**src/timer_aux_pkg.sv**
```systemverilog
package timer_aux_pkg;

  // ----------------------------------------------------------------
  // Register byte offsets
  // ----------------------------------------------------------------
  localparam logic [7:0] OFS_FUNCTION_CONTROL    = 8'h00;
  localparam logic [7:0] OFS_FILTER_CUTOFF_0     = 8'h04;
  localparam logic [7:0] OFS_FILTER_CUTOFF_1     = 8'h08;
  localparam logic [7:0] OFS_MODE                = 8'h0C;
  localparam logic [7:0] OFS_PWM_MODE            = 8'h10;
  localparam logic [7:0] OFS_OUTPUT_CUTOFF       = 8'h14;
  localparam logic [7:0] OFS_EVENT_LINK          = 8'h18;
  localparam logic [7:0] OFS_AD_TRIGGER_SELECT   = 8'h1C;
  localparam logic [7:0] OFS_EXT_CLOCK_SELECT    = 8'h20;
  localparam logic [7:0] OFS_COUNT_SOURCE        = 8'h24;
  localparam logic [7:0] OFS_IRQ_STATUS          = 8'h28;
  localparam logic [7:0] OFS_IRQ_MASK            = 8'h2C;

  // ----------------------------------------------------------------
  // Field positions
  // ----------------------------------------------------------------
  localparam int FC_AD_TRIGGER_ENABLE  = 4;
  localparam int FC_AD_TRIGGER_EDGE    = 5;
  localparam int FC_THREE_PHASE        = 7;
  localparam int FC_CMD_COMPLEMENTARY  = 1;
  localparam int FD_SEL_HI             = 7;
  localparam int FD_SEL_LO             = 6;
  localparam int FD_CUTOFF_CTL1        = 5;
  localparam int FD_CUTOFF_CTL0        = 4;
  localparam int MODE_SYNC             = 0;
  localparam int OC_STATUS             = 0;
  localparam int OC_INT_PIN_ENABLE     = 7;
  localparam int IRQ_CUTOFF            = 2;

  // ----------------------------------------------------------------
  // Encodings and counts
  // ----------------------------------------------------------------
  localparam logic [1:0] FCLK_DIV32      = 2'h0;
  localparam logic [1:0] FCLK_DIV8       = 2'h1;
  localparam logic [1:0] FCLK_DIV1       = 2'h2;
  localparam logic [2:0] CSRC_EXTERNAL   = 3'h5;
  localparam logic [4:0] DIV32_LAST      = 5'h1F;
  localparam logic [2:0] DIV8_LAST       = 3'h7;
  localparam logic [7:0] REG_RESET       = 8'h00;
  localparam logic [1:0] RESP_OKAY       = 2'h0;
  localparam logic [1:0] RESP_SLVERR     = 2'h2;

endpackage : timer_aux_pkg
```
**src/timer_aux_control_regs.sv**
```systemverilog
// The register offsets and the AXI4-Lite register port were decided locally.
`timescale 1ns/100ps
`default_nettype none
module timer_aux_control_regs
  import timer_aux_pkg::*;
(
  input  wire logic        aclk,
  input  wire logic        aresetn,
  // AXI4-Lite slave
  input  wire logic [7:0]  s_axi_awaddr,
  input  wire logic        s_axi_awvalid,
  output var  logic        s_axi_awready,
  input  wire logic [31:0] s_axi_wdata,
  input  wire logic [3:0]  s_axi_wstrb,
  input  wire logic        s_axi_wvalid,
  output var  logic        s_axi_wready,
  output var  logic [1:0]  s_axi_bresp,
  output var  logic        s_axi_bvalid,
  input  wire logic        s_axi_bready,
  input  wire logic [7:0]  s_axi_araddr,
  input  wire logic        s_axi_arvalid,
  output var  logic        s_axi_arready,
  output var  logic [31:0] s_axi_rdata,
  output var  logic [1:0]  s_axi_rresp,
  output var  logic        s_axi_rvalid,
  input  wire logic        s_axi_rready,
  // Timer side
  input  wire logic        hoco_freq_option,
  input  wire logic        hoco_tick,
  input  wire logic [1:0]  count_src_tick,
  input  wire logic [1:0]  ext_count_clock_pin,
  input  wire logic        aux_clock_source,
  input  wire logic [1:0]  input_capture_mode,
  input  wire logic        count_down,
  input  wire logic [7:0]  compare_match,
  input  wire logic        cutoff_interrupt_pin,
  input  wire logic [1:0]  event_link_in,
  input  wire logic [1:0]  channel_event,
  output var  logic [1:0]  filter_clk_en,
  output var  logic [7:0]  filter_enable,
  output var  logic [3:0]  b_pin_cutoff_ctl,
  output var  logic [1:0]  ext_count_en,
  output var  logic        ad_trigger,
  output var  logic [1:0]  event_capture_select,
  output var  logic        pulse_cutoff,
  output var  logic [3:0]  buffer_mode_select,
  output var  logic [5:0]  pwm_pin_select,
  output var  logic        channel_sync,
  output var  logic        irq
);

  // ----------------------------------------------------------------
  // Register storage
  // ----------------------------------------------------------------
  logic [7:0] function_control;
  logic [7:0] filter_and_cutoff_control [2];
  logic [7:0] mode_reg, pwm_mode_reg, event_link_reg, ad_trigger_select_reg, count_source_reg;
  logic [1:0] aux_clock_select;
  logic [2:0] irq_status, irq_mask;
  logic       int_pin_cutoff_enable, cutoff_status_flag;

  logic [7:0] aw_addr, w_data, wr_data_eff, rd_byte;
  logic       aw_full, w_full, w_strb0, wr_fire, rd_fire, status_read;

  function automatic logic addr_known(input logic [7:0] a);
    addr_known = (a == OFS_FUNCTION_CONTROL) || (a == OFS_FILTER_CUTOFF_0) ||
                 (a == OFS_FILTER_CUTOFF_1) || (a == OFS_MODE) ||
                 (a == OFS_PWM_MODE) || (a == OFS_OUTPUT_CUTOFF) ||
                 (a == OFS_EVENT_LINK) || (a == OFS_AD_TRIGGER_SELECT) ||
                 (a == OFS_EXT_CLOCK_SELECT) || (a == OFS_COUNT_SOURCE) ||
                 (a == OFS_IRQ_STATUS) || (a == OFS_IRQ_MASK);
  endfunction : addr_known

  // ----------------------------------------------------------------
  // Write channel
  // ----------------------------------------------------------------
  // Address and data are held independently so either order works.
  assign wr_fire     = aw_full && w_full && !s_axi_bvalid;
  assign wr_data_eff = w_data;

  always_ff @(posedge aclk) begin
    if (!aresetn) begin
      s_axi_awready <= 1'b1;
      aw_full       <= 1'b0;
      aw_addr       <= 8'h00;
    end else if (s_axi_awvalid && s_axi_awready) begin
      s_axi_awready <= 1'b0;
      aw_full       <= 1'b1;
      aw_addr       <= s_axi_awaddr;
    end else if (wr_fire) begin
      aw_full <= 1'b0;
    end else if (s_axi_bvalid && s_axi_bready) begin
      s_axi_awready <= 1'b1;
    end
  end

  always_ff @(posedge aclk) begin
    if (!aresetn) begin
      s_axi_wready <= 1'b1;
      w_full       <= 1'b0;
      w_data       <= 8'h00;
      w_strb0      <= 1'b0;
    end else if (s_axi_wvalid && s_axi_wready) begin
      s_axi_wready <= 1'b0;
      w_full       <= 1'b1;
      w_data       <= s_axi_wdata[7:0];
      w_strb0      <= s_axi_wstrb[0];
    end else if (wr_fire) begin
      w_full <= 1'b0;
    end else if (s_axi_bvalid && s_axi_bready) begin
      s_axi_wready <= 1'b1;
    end
  end

  always_ff @(posedge aclk) begin
    if (!aresetn) begin
      s_axi_bvalid <= 1'b0;
      s_axi_bresp  <= RESP_OKAY;
    end else if (wr_fire) begin
      s_axi_bvalid <= 1'b1;
      s_axi_bresp  <= addr_known(aw_addr) ? RESP_OKAY : RESP_SLVERR;
    end else if (s_axi_bready) begin
      s_axi_bvalid <= 1'b0;
    end
  end

  // ----------------------------------------------------------------
  // Control registers
  // ----------------------------------------------------------------
  // Only byte lane 0 carries data; other lanes are ignored.
  always_ff @(posedge aclk) begin
    if (!aresetn) begin
      function_control             <= REG_RESET;
      filter_and_cutoff_control[0] <= REG_RESET;
      filter_and_cutoff_control[1] <= REG_RESET;
      mode_reg                     <= REG_RESET;
      pwm_mode_reg                 <= REG_RESET;
      int_pin_cutoff_enable        <= 1'b0;
      event_link_reg               <= REG_RESET;
      ad_trigger_select_reg        <= REG_RESET;
      aux_clock_select             <= 2'h0;
      count_source_reg             <= REG_RESET;
      irq_mask                     <= 3'h0;
    end else if (wr_fire && w_strb0) begin
      if (aw_addr == OFS_FUNCTION_CONTROL) begin
        function_control <= wr_data_eff;
      end else if (aw_addr == OFS_FILTER_CUTOFF_0) begin
        filter_and_cutoff_control[0] <= wr_data_eff;
      end else if (aw_addr == OFS_FILTER_CUTOFF_1) begin
        filter_and_cutoff_control[1] <= wr_data_eff;
      end else if (aw_addr == OFS_MODE) begin
        mode_reg <= wr_data_eff & 8'hF1;
      end else if (aw_addr == OFS_PWM_MODE) begin
        pwm_mode_reg <= wr_data_eff & 8'h77;
      end else if (aw_addr == OFS_OUTPUT_CUTOFF) begin
        int_pin_cutoff_enable <= wr_data_eff[OC_INT_PIN_ENABLE];
      end else if (aw_addr == OFS_EVENT_LINK) begin
        event_link_reg <= wr_data_eff & 8'h33;
      end else if (aw_addr == OFS_AD_TRIGGER_SELECT) begin
        ad_trigger_select_reg <= wr_data_eff;
      end else if (aw_addr == OFS_EXT_CLOCK_SELECT) begin
        aux_clock_select <= wr_data_eff[1:0];
      end else if (aw_addr == OFS_COUNT_SOURCE) begin
        count_source_reg <= wr_data_eff & 8'h77;
      end else if (aw_addr == OFS_IRQ_MASK) begin
        irq_mask <= wr_data_eff[2:0];
      end
    end
  end

  // ----------------------------------------------------------------
  // Forced cutoff
  // ----------------------------------------------------------------
  logic cutoff_req;

  assign cutoff_req = (int_pin_cutoff_enable && cutoff_interrupt_pin) ||
                      (|(event_link_in & {event_link_reg[5], event_link_reg[1]}));

  always_ff @(posedge aclk) begin
    if (!aresetn) begin
      pulse_cutoff <= 1'b0;
    end else begin
      pulse_cutoff <= cutoff_req;
    end
  end

  // Set wins over a software clear in the same cycle.
  always_ff @(posedge aclk) begin
    if (!aresetn) begin
      cutoff_status_flag <= 1'b0;
    end else if (cutoff_req) begin
      cutoff_status_flag <= 1'b1;
    end else if (wr_fire && w_strb0 && aw_addr == OFS_OUTPUT_CUTOFF &&
                 !wr_data_eff[OC_STATUS]) begin
      cutoff_status_flag <= 1'b0;
    end
  end

  // ----------------------------------------------------------------
  // Interrupt status
  // ----------------------------------------------------------------
  logic [2:0] next_irq_status, irq_events;

  assign irq_events  = {cutoff_req, channel_event};
  assign status_read = rd_fire && (s_axi_araddr == OFS_IRQ_STATUS);

  always_comb begin
    next_irq_status = status_read ? 3'h0 : irq_status;
    next_irq_status = next_irq_status | irq_events;
  end

  always_ff @(posedge aclk) begin
    if (!aresetn) begin
      irq_status <= 3'h0;
      irq        <= 1'b0;
    end else begin
      irq_status <= next_irq_status;
      irq        <= |(next_irq_status & irq_mask);
    end
  end

  // ----------------------------------------------------------------
  // Read channel
  // ----------------------------------------------------------------
  assign rd_fire = s_axi_arvalid && s_axi_arready;

  always_comb begin
    rd_byte = 8'h00;
    if (s_axi_araddr == OFS_FUNCTION_CONTROL) begin
      rd_byte = function_control;
    end else if (s_axi_araddr == OFS_FILTER_CUTOFF_0) begin
      rd_byte = filter_and_cutoff_control[0];
    end else if (s_axi_araddr == OFS_FILTER_CUTOFF_1) begin
      rd_byte = filter_and_cutoff_control[1];
    end else if (s_axi_araddr == OFS_MODE) begin
      rd_byte = mode_reg;
    end else if (s_axi_araddr == OFS_PWM_MODE) begin
      rd_byte = pwm_mode_reg;
    end else if (s_axi_araddr == OFS_OUTPUT_CUTOFF) begin
      rd_byte = {int_pin_cutoff_enable, 6'h00, cutoff_status_flag};
    end else if (s_axi_araddr == OFS_EVENT_LINK) begin
      rd_byte = event_link_reg;
    end else if (s_axi_araddr == OFS_AD_TRIGGER_SELECT) begin
      rd_byte = ad_trigger_select_reg;
    end else if (s_axi_araddr == OFS_EXT_CLOCK_SELECT) begin
      rd_byte = {6'h00, aux_clock_select};
    end else if (s_axi_araddr == OFS_COUNT_SOURCE) begin
      rd_byte = count_source_reg;
    end else if (s_axi_araddr == OFS_IRQ_STATUS) begin
      rd_byte = {5'h00, irq_status};
    end else if (s_axi_araddr == OFS_IRQ_MASK) begin
      rd_byte = {5'h00, irq_mask};
    end
  end

  always_ff @(posedge aclk) begin
    if (!aresetn) begin
      s_axi_arready <= 1'b1;
      s_axi_rvalid  <= 1'b0;
      s_axi_rdata   <= 32'h0000_0000;
      s_axi_rresp   <= RESP_OKAY;
    end else if (rd_fire) begin
      s_axi_arready <= 1'b0;
      s_axi_rvalid  <= 1'b1;
      s_axi_rdata   <= {24'h00_0000, rd_byte};
      s_axi_rresp   <= addr_known(s_axi_araddr) ? RESP_OKAY : RESP_SLVERR;
    end else if (s_axi_rvalid && s_axi_rready) begin
      s_axi_rvalid  <= 1'b0;
      s_axi_arready <= 1'b1;
    end
  end

  // ----------------------------------------------------------------
  // Filter clock dividers
  // ----------------------------------------------------------------
  // Two dividers so a switch of the option bit never shortens a period
  // of the other source; the cost is a second 5-bit counter.
  logic [4:0] sys_div, hoco_div;
  logic       tick_div32, tick_div8, tick_div1;

  always_ff @(posedge aclk) begin
    if (!aresetn) begin
      sys_div <= 5'h00;
    end else begin
      sys_div <= sys_div + 5'h01;
    end
  end

  always_ff @(posedge aclk) begin
    if (!aresetn) begin
      hoco_div <= 5'h00;
    end else if (hoco_tick) begin
      hoco_div <= hoco_div + 5'h01;
    end
  end

  always_comb begin
    if (hoco_freq_option) begin
      tick_div1  = hoco_tick;
      tick_div8  = hoco_tick && (hoco_div[2:0] == DIV8_LAST);
      tick_div32 = hoco_tick && (hoco_div == DIV32_LAST);
    end else begin
      tick_div1  = 1'b1;
      tick_div8  = (sys_div[2:0] == DIV8_LAST);
      tick_div32 = (sys_div == DIV32_LAST);
    end
  end

  // ----------------------------------------------------------------
  // Per-channel outputs
  // ----------------------------------------------------------------
  generate
    for (genvar ch = 0; ch < 2; ch++) begin : g_channel
      logic [1:0] fsel;
      logic       ext_sel, src_tick;

      assign fsel    = {filter_and_cutoff_control[ch][FD_SEL_HI],
                        filter_and_cutoff_control[ch][FD_SEL_LO]};
      assign ext_sel = (count_source_reg[4*ch +: 3] == CSRC_EXTERNAL);
      // Auxiliary clock replaces the pin when its select bit is set
      assign src_tick = aux_clock_select[ch] ? aux_clock_source
                                             : ext_count_clock_pin[ch];

      always_ff @(posedge aclk) begin
        if (!aresetn) begin
          filter_clk_en[ch] <= 1'b0;
        end else if (fsel == FCLK_DIV32) begin
          filter_clk_en[ch] <= tick_div32;
        end else if (fsel == FCLK_DIV8) begin
          filter_clk_en[ch] <= tick_div8;
        end else if (fsel == FCLK_DIV1) begin
          filter_clk_en[ch] <= tick_div1;
        end else begin
          filter_clk_en[ch] <= count_src_tick[ch];
        end
      end

      // The pin path is refused in three-phase mode, the aux path is not
      always_ff @(posedge aclk) begin
        if (!aresetn) begin
          ext_count_en[ch] <= 1'b0;
        end else begin
          ext_count_en[ch] <= ext_sel && src_tick && (aux_clock_select[ch] ||
                              !function_control[FC_THREE_PHASE]);
        end
      end

      always_ff @(posedge aclk) begin
        if (!aresetn) begin
          filter_enable[4*ch +: 4]        <= 4'h0;
          b_pin_cutoff_ctl[2*ch +: 2]     <= 2'h0;
          event_capture_select[ch]        <= 1'b0;
          buffer_mode_select[2*ch +: 2]   <= 2'h0;
          pwm_pin_select[3*ch +: 3]       <= 3'h0;
        end else begin
          filter_enable[4*ch +: 4]        <= filter_and_cutoff_control[ch][3:0];
          b_pin_cutoff_ctl[2*ch +: 2]     <= {filter_and_cutoff_control[ch][FD_CUTOFF_CTL1],
                                              filter_and_cutoff_control[ch][FD_CUTOFF_CTL0]};
          event_capture_select[ch]        <= event_link_reg[4*ch];
          buffer_mode_select[2*ch +: 2]   <= mode_reg[4 + 2*ch +: 2];
          pwm_pin_select[3*ch +: 3]       <= pwm_mode_reg[4*ch +: 3];
        end
      end
    end
  endgenerate

  always_ff @(posedge aclk) begin
    if (!aresetn) begin
      channel_sync <= 1'b0;
    end else begin
      channel_sync <= mode_reg[MODE_SYNC];
    end
  end

  // ----------------------------------------------------------------
  // A/D conversion trigger
  // ----------------------------------------------------------------
  // Capture channels mask their own compare enables.
  logic [7:0] ad_match;
  logic       complementary, edge_ok;

  assign ad_match = compare_match & ad_trigger_select_reg &
                    ~{{4{input_capture_mode[1]}}, {4{input_capture_mode[0]}}};
  assign complementary = function_control[FC_CMD_COMPLEMENTARY];
  assign edge_ok = function_control[FC_AD_TRIGGER_EDGE] == count_down;

  always_ff @(posedge aclk) begin
    if (!aresetn) begin
      ad_trigger <= 1'b0;
    end else if (complementary) begin
      ad_trigger <= (|ad_match) && function_control[FC_AD_TRIGGER_ENABLE] && edge_ok;
    end else begin
      ad_trigger <= |ad_match;
    end
  end

endmodule : timer_aux_control_regs
`default_nettype wire

```
**config.mk**
```make
export PLATFORM = sky130hd
export DESIGN_NAME = timer_aux_control_regs
export DESIGN_NICKNAME = d
export VERILOG_FILES = /design/src/timer_aux_pkg.sv /design/src/timer_aux_control_regs.sv
export SDC_FILE = /design/constraint.sdc
export NUM_CORES = 1
export LEC_CHECK = 0
export CAP_MARGIN = 20
export CORE_MARGIN = 2
export CORE_UTILIZATION = 50
export CTS_CLUSTER_SIZE = 40
export DETAILED_ROUTE_END_ITERATION = 7
export DONT_BUFFER_PORTS = 1
export PLACE_DENSITY = 0.69
export SLEW_MARGIN = 15
export SYNTH_ARGS = -nofsm -noshare
export SYNTH_HDL_FRONTEND = slang
export SYNTH_SLANG_ARGS = --single-unit
```
**constraint.sdc**
```tcl
create_clock -name aclk -period 4.58 [get_ports aclk]
set_clock_uncertainty 0.15 [all_clocks]
set_input_delay 0.687 -clock aclk [delete_from_list [all_inputs] [get_ports aclk]]
set_output_delay 0.687 -clock aclk [all_outputs]
set_load 0.01 [all_outputs]
```
==> impl_metrics.py, run 1 <==
metrics = {
    "pwr": {
        "power.share.clock_pct": 47.6,
        "intPower_w": 0.002110,
        "p_sw_share_pct": 21.85,
        "p_sw_w": 0.0005901,
        "ir_drop_v": 0.0002584,
        "powerDensity_nw_per_um2": 423.7,
        "pwr-share-comb_pct": 4.1,
        "finalPower_w": 0.002701,
        "leakage_nw": 2.282,
        "p_seq_share_pct": 48.3,
    },
    "final_layout": {
        "nFillCells": 1054,
        "num_antenna_cells": 0,
        "regMostFlops": "filter_and_cutoff_control",
        "multi_input_area_um2": 2639,
        "largest_reg_flops": 16,
        "drive_gt1_share_pct": 8.962,
        "nets": 711,
        "area_growth_pct": 8.568,
        "regArea_um2": 2943,
    },
    "drt": {
        "drc": 0,
        "drt_iter0_drc": 359,
        "wirelength_mm": 14.36,
        "wl_per_cell_um": 18.43,
        "ant_nets": 0,
        "routed_via_density": 5.802,
        "firstDrtPassIters": 5,
        "vias": 4520,
    },
    "placed_design": {
        "routabilityCongestion": 0.8799,
        "place_ws_ns": 1.995,
        "dp_hpwl_mm": 10.39,
        "io_buffers": 0,
    },
    "clock_tree": {
        "cts_setup_buffers": 0,
        "numCtsBuffers": 17,
        "cts.sinks": 139,
        "clock-root-buffer": "clkbuf_16",
        "post_cts_resized": 0,
        "cts_max_path_buffers": 2,
        "cts_tree": "built",
        "h-tree-depth": 4,
        "clkTransAtPathRegs_ns": 0.05,
        "clk-insertion-delay-late_ns": 0.42,
        "ctsHoldBuffers": 0,
    },
    "synthesis": {
        "postSynthCellCount": 638,
        "yosys_warnings": 0,
        "synth_async_sr_flop_share_pct": 0,
        "ys_ff_latch": 139,
        "synth_edf_count": 16,
        "yosysTopAreaCellShare_pct": 41.94,
        "synth_area_um2": 5871,
        "synth.largest_area_cell": "dfxtp_1",
        "avgSynthCellArea_um2": 9.202,
        "ys_types": 64,
        "synthFlopType": "dfxtp_1",
        "ys_seq_area_share_pct": 50.13,
        "yosys-top-cells-area": "dfxtp_1, edfxtp_1, nand2_1",
    },
    "timing": {
        "fmax_mhz": 406.3,
        "fin_ws_ns": 2.119,
        "worst_pin_slew_ns": 0.9169,
        "rsz0062_at_grt": "no",
        "timing.final.crit_period_ns": 2.461,
        "fin_setup_tns_ns": 0,
        "timing.final.crit_share_pct": 53.74,
        "hold_viol": 0,
        "relSlewSlack_pct": 38.72,
        "setup_violations": 0,
        "slew_viol_final": 0,
    },
    "global_routing": {
        "grtUsageTotal_pct": 23.10,
        "grt_start_max_net_pins": 78,
        "grt_pass1_wl_mm": 22.25,
        "antenna_found_initial": 0,
        "overflow": 0,
        "first_global_vias": 4229,
    },
    "die": {
        "rows": 39,
        "die_y_um": 112.4,
        "fp.dieW_um": 112.4,
        "io-pin-count": 155,
        "die_area_um2": 12620,
        "initial_core_util_pct": 51.41,
        "design.core.area_um2": 11420,
    },
    "job": {
        "drv_cap": 0,
    },
    "run_status": {
        "status": "finished clean",
    },
    "setup_path": {
        "cp.arrival_ns": 2.62,
        "critPathLaunchType": "flip-flop",
        "crit_type": "flip-flop to flip-flop",
        "crit_required_ns": 4.74,
        "cp_cell_sequence": "or4_4, nor4_4, nand4_1, a31o_2",
        "cp-end-kind": "flip-flop",
        "cp_top_family": "simple AND/OR/NAND/NOR gates",
        "cp_slowest_stage_delay_ns": 0.59,
        "crit_buf_inv": 0,
        "ff2ff_setup_slack_ns": 2.12,
        "critPathMaxFanout": 16,
        "critical_path.slowest_cell": "nand4_1",
    },
    "hold_path": {
        "hp-class": "input port to flip-flop",
    },
}
## placed cells by master, fill, tap and decap left out, types with 8 or more instances in the layout
cell type,n
conb_1,26
a22oi_1,8
edfxtp_1,16
inv_1,9
a21oi_1,45
nor2_1,38
nand3_1,28
mux2i_1,12
nand2_1,86
and2_1,39
dfxtp_1,123
o21ai_0,57
clkbuf_16,17
## cell families (layout without fill, tap and decap cells)
family | Yosys count | after routing | synth area share, %
XOR/XNOR | 4 | 4 | 0.5969
buffers and inverters | 72 | 45 | 6.521
other | 1 | 26 | 0.06388
multiplexers | 19 | 19 | 3.581
flip-flops | 139 | 139 | 50.13
AO/OA/AOI/OAI | 155 | 155 | 16.33
adder cells (fa/ha/maj) | 6 | 6 | 1.279
AND/OR/NAND/NOR | 242 | 242 | 21.50
## layer usage
metal / vias to the layer above / GRT usage, % / share of wire, %
li1: 2177 / - / -
met1: 2134 / 29.94 / 43
met2: 181 / 36.18 / 47
met3: 28 / 6.965 / 7.9
met4: 0 / 9.593 / 2.6
met5: - / 0 / 0
## per-stage QoR
| step | instances | utilization, % | cell area [µm²] | hold slack [ns] |
|---|---|---|---|---|
| after global routing | 779 | 55.82 | 6374 | 0.2000 |
| after CTS | 779 | 55.82 | 6374 | 0.1968 |
| after floorplan | 663 | - | 5964 | 0.2578 |
| after detailed placement | 747 | 50.98 | 5821 | 0.2976 |
| after global placement | 747 | 50.98 | 5821 | 0.2777 |
| final | 779 | 55.82 | 6374 | 0.2279 |
## synthesized netlist by cell type, types with 3 or more instances
| library cell | instances |
|---|---|
| a211oi_1 | 3 |
| a21oi_1 | 45 |
| a221oi_1 | 3 |
| a22o_1 | 3 |
| a22oi_1 | 8 |
| a31o_2 | 6 |
| a31oi_1 | 5 |
| a32o_1 | 3 |
| a32oi_1 | 4 |
| and2_1 | 39 |
| and3_1 | 3 |
| buf_1 | 5 |
| buf_2 | 3 |
| buf_4 | 27 |
| clkbuf_1 | 26 |
| dfxtp_1 | 123 |
| edfxtp_1 | 16 |
| ha_1 | 6 |
| inv_1 | 9 |
| mux2_2 | 6 |
| mux2i_1 | 12 |
| nand2_1 | 86 |
| nand2b_1 | 7 |
| nand3_1 | 28 |
| nand4b_1 | 3 |
| nor2_1 | 38 |
| nor2b_1 | 3 |
| nor3_1 | 4 |
| nor4_1 | 5 |
| o211ai_1 | 6 |
| o21ai_0 | 57 |
| or3_1 | 3 |
| or4_4 | 3 |
## final cells by class
type	instances	area share, %
clock buffer	22	7.126
clock inverter	10	1.551
inverter	10	0.5889
multi-input combinational	452	41.40
sequential	139	46.17
tap	143	2.807
timing repair buffer	3	0.3534
## power by group through the flow
stage | combinational, W | clock, W | sequential (W)
after floorplan | 0.000127 | 0 | 0.00131
after global placement | 0.000107 | 0 | 0.00133
after detailed placement | 0.000110 | 0 | 0.00133
after CTS | 0.000111 | 0.00131 | 0.00130
after global routing | 0.000125 | 0.00137 | 0.00131
final | 0.000110 | 0.00129 | 0.00130
## final timing paths
kind                            from                                     to  depth (start not counted)
max reg2reg  aw_addr[6]$_SDFFE_PN0P_  ad_trigger_select_reg[0]$_SDFFE_PN0P_                          4
min reg2reg  aw_addr[7]$_SDFFE_PN0P_                aw_addr[7]$_SDFFE_PN0P_                          2
min                          aresetn             s_axi_awready$_SDFFE_PN1P_                          1
max          aw_addr[6]$_SDFFE_PN0P_  ad_trigger_select_reg[0]$_SDFFE_PN0P_                          4
Power figures use the tool's default switching activity.
==> run 2, diff against run 1 <==
--- a/config.mk
+++ b/config.mk
@@ -11,7 +11,7 @@
 export CTS_CLUSTER_SIZE = 40
 export DETAILED_ROUTE_END_ITERATION = 7
 export DONT_BUFFER_PORTS = 1
-export PLACE_DENSITY = 0.69
+export PLACE_DENSITY = 0.72
 export SLEW_MARGIN = 15
 export SYNTH_ARGS = -nofsm -noshare
 export SYNTH_HDL_FRONTEND = slang
==> constraint.sdc (replaced) <==
create_clock -name aclk -period 2.2 [get_ports aclk]
set_clock_uncertainty 0.15 [all_clocks]
set_input_delay 0.33 -clock aclk [delete_from_list [all_inputs] [get_ports aclk]]
set_output_delay 0.33 -clock aclk [all_outputs]
set_load 0.01 [all_outputs]
==> run 2 against run 1 <==
The flow now finishes with violations (negative setup slack). Fmax increased by 5.8%. Largest cell class unchanged. Count of clock-buffer cells in the layout increased by 1. Flip-flop and latch count unchanged. Routed wire length increased by 8.6%. Critical endpoint is now filter_and_cutoff_control[0][6]$_DFFE_PP_. Sequential share of layout area decreased by 4.7 points. Highest routed layer unchanged. Die area unchanged. Final cell count increased by 7.7%. Combinational power increased to 3.1 times the previous value.
==> impl_metrics.py, run 2 (same netlist as run 1, synthesis figures left out) <==
metrics = {
    "timing": {
        "fin_ws_ns": -0.1272,
        "hold_viol": 0,
        "setup_violations": 49,
        "relSlewSlack_pct": 63.19,
        "timing.final.crit_share_pct": 105.8,
        "slew_viol_final": 0,
        "timing.final.crit_period_ns": 2.327,
        "worst_pin_slew_ns": 0.5522,
        "fmax_mhz": 429.7,
        "rsz0062_at_grt": "yes",
        "hold_ws_ns": 0.008522,
    },
    "global_routing": {
        "busiest_layer": "met2",
        "first_global_vias": 4535,
        "grt_start_max_net_pins": 71,
        "use_met2_pct": 41.49,
        "antenna_found_initial": 0,
        "grtUsageTotal_pct": 24.93,
        "gr-usage-met1_pct": 31.61,
        "met3_usage_pct": 6.317,
        "grt_pass1_wl_mm": 24.07,
        "overflow": 0,
    },
    "run_status": {
        "status": "finished, violations left",
        "violations": "negative setup slack",
    },
    "setup_path": {
        "critPathMaxFanout": 8,
        "cp_slowest_stage_delay_ns": 0.55,
        "crit_required_ns": 2.34,
        "critPathLaunchType": "flip-flop",
        "critical_path.slowest_cell": "or4_4",
        "crit_path_start": "aw_addr[6]$_SDFFE_PN0P_",
        "cp-end-kind": "flip-flop",
        "cp_cell_sequence": "or4_4, nor2_4, or4b_4, a211oi_4, buf_6, and2_1",
        "cp.arrival_ns": 2.47,
        "ff2ff_setup_slack_ns": -0.13,
        "reg2reg_depth": 6,
        "crit_type": "flip-flop to flip-flop",
        "r2r_start": "aw_addr[6]$_SDFFE_PN0P_",
        "r2r-end": "filter_and_cutoff_control[0][6]$_DFFE_PP_",
    },
    "drt": {
        "routed_via_density": 5.707,
        "wl_per_cell_um": 18.59,
        "firstDrtPassIters": 5,
        "vias": 4788,
        "drt_iter0_drc": 400,
        "wirelength_mm": 15.60,
        "ant_nets": 0,
        "drc": 0,
    },
    "placed_design": {
        "placed_area_um2": 6013,
        "dp_hpwl_mm": 10.81,
        "io_buffers": 0,
        "routabilityCongestion": 0.9053,
        "dp_cells": 767,
    },
    "clock_tree": {
        "cts_tree": "built",
        "h-tree-depth": 4,
        "cts.sinks": 139,
        "numCtsBuffers": 17,
        "clkTransAtPathRegs_ns": 0.06,
        "clk-insertion-delay-late_ns": 0.42,
        "clock-root-buffer": "clkbuf_16",
        "cts_max_path_buffers": 2,
    },
    "final_layout": {
        "num_antenna_cells": 0,
        "final_common_cell": "dfxtp_1",
        "fin_cells": 839,
        "nets": 771,
        "area_growth_pct": 20.89,
        "drive_gt1_share_pct": 15.23,
        "fin_area_um2": 7097,
        "largest_reg_flops": 16,
        "layout_common_cells": "dfxtp_1, nand2_1, o21ai_0",
        "final_util_pct": 62.15,
        "regArea_um2": 2944,
        "nFillCells": 969,
        "regMostFlops": "filter_and_cutoff_control",
        "multi_input_area_um2": 2714,
    },
    "hold_path": {
        "hp-class": "input port to flip-flop",
        "whs_path_depth": 2,
        "worstHoldStart": "aresetn",
        "min_to": "event_link_reg[5]$_SDFFE_PN0P_",
    },
    "pwr": {
        "ir_drop_v": 0.0007696,
        "finalPower_w": 0.005869,
        "powerDensity_nw_per_um2": 827.0,
        "leakage_nw": 2.613,
    },
    "die": {
        "design.core.area_um2": 11420,
        "die_area_um2": 12620,
        "die_y_um": 112.4,
        "initial_core_util_pct": 51.41,
        "io-pin-count": 155,
        "fp.dieW_um": 112.4,
        "rows": 39,
    },
    "job": {
        "drv_cap": 0,
    },
}
[run 2: cell count changes in the layout (fill, tap and decap cells not counted), moves of 4 or more]
| cell | previous run | this run |
|---|---|---|
| o21ai_0 | 57 | 45 |
| and2_4 | 0 | 7 |
| dlygate4sd3_1 | 0 | 32 |
| clkinv_2 | 7 | 3 |
| buf_4 | 3 | 22 |
| and2_1 | 39 | 32 |
| o21ai_1 | 0 | 8 |
| buf_6 | 0 | 5 |
[run 2: metrics by stage]
stage,setup TNS [ns],worst slack [ns]
global placement,-2.360,-0.07794
finish,-4.000,-0.1272
CTS,-3.166,-0.1380
detailed placement,-4.125,-0.1379
floorplan,-0.01657,-0.001137
global route,-9.096,-0.1966
[run 2: layout make-up]
| cell class | count | area share, % |
|---|---|---|
| clock inverters | 9 | 1.181 |
| repair buffers | 63 | 8.868 |
| multi-input cells | 452 | 38.24 |
| well taps | 143 | 2.521 |
| inverters | 10 | 0.5289 |
| clock buffers | 23 | 7.176 |
| flip-flops and latches | 139 | 41.48 |
[run 2: how the worst max path moves through the flow]
| stage | depth (start not counted) | endpoint |
|---|---|---|
| final | 6 | filter_and_cutoff_control[0][6]$_DFFE_PP_ |
| after global routing | 6 | filter_and_cutoff_control[0][9]$_DFFE_PP_ |
| after CTS | 6 | filter_and_cutoff_control[0][6]$_DFFE_PP_ |
| after detailed placement | 5 | filter_and_cutoff_control[0][13]$_DFFE_PP_ |
| after global placement | 4 | filter_and_cutoff_control[0][4]$_DFFE_PP_ |
| after floorplan | 4 | filter_and_cutoff_control[0][0]$_DFFE_PP_ |
[run 2: power breakdown]
group	switching [W]	internal [W]	total [W]
registers	0.0000831	0.00263	0.00272
clock network	0.00107	0.00174	0.00281
logic	0.000191	0.000150	0.000341
[run 2: timing repair]
item	4_1_cts	5_1_grt
buffers inserted	4	3
endpoints found under the setup margin	37	55
hold buffers	33	0
hold endpoints to repair	93	0
resized for setup	6	25
pin swaps	2	10
[run 2: worst max-delay path: cells and delay by family, from the launching register on]
kind,cells,cell delay (ns)
compound gates,1,0.19
buf+inv,1,0.17
flops,1,0.31
simple gates,4,1.37
[run 2: routing by layer]
| layer | share of wire [%] | up-vias |
|---|---|---|
| li1 | - | 2299 |
| met4 | 2.3 | 0 |
| met5 | 0 | - |
| met3 | 7.8 | 29 |
| met2 | 48 | 222 |
| met1 | 42 | 2238 |
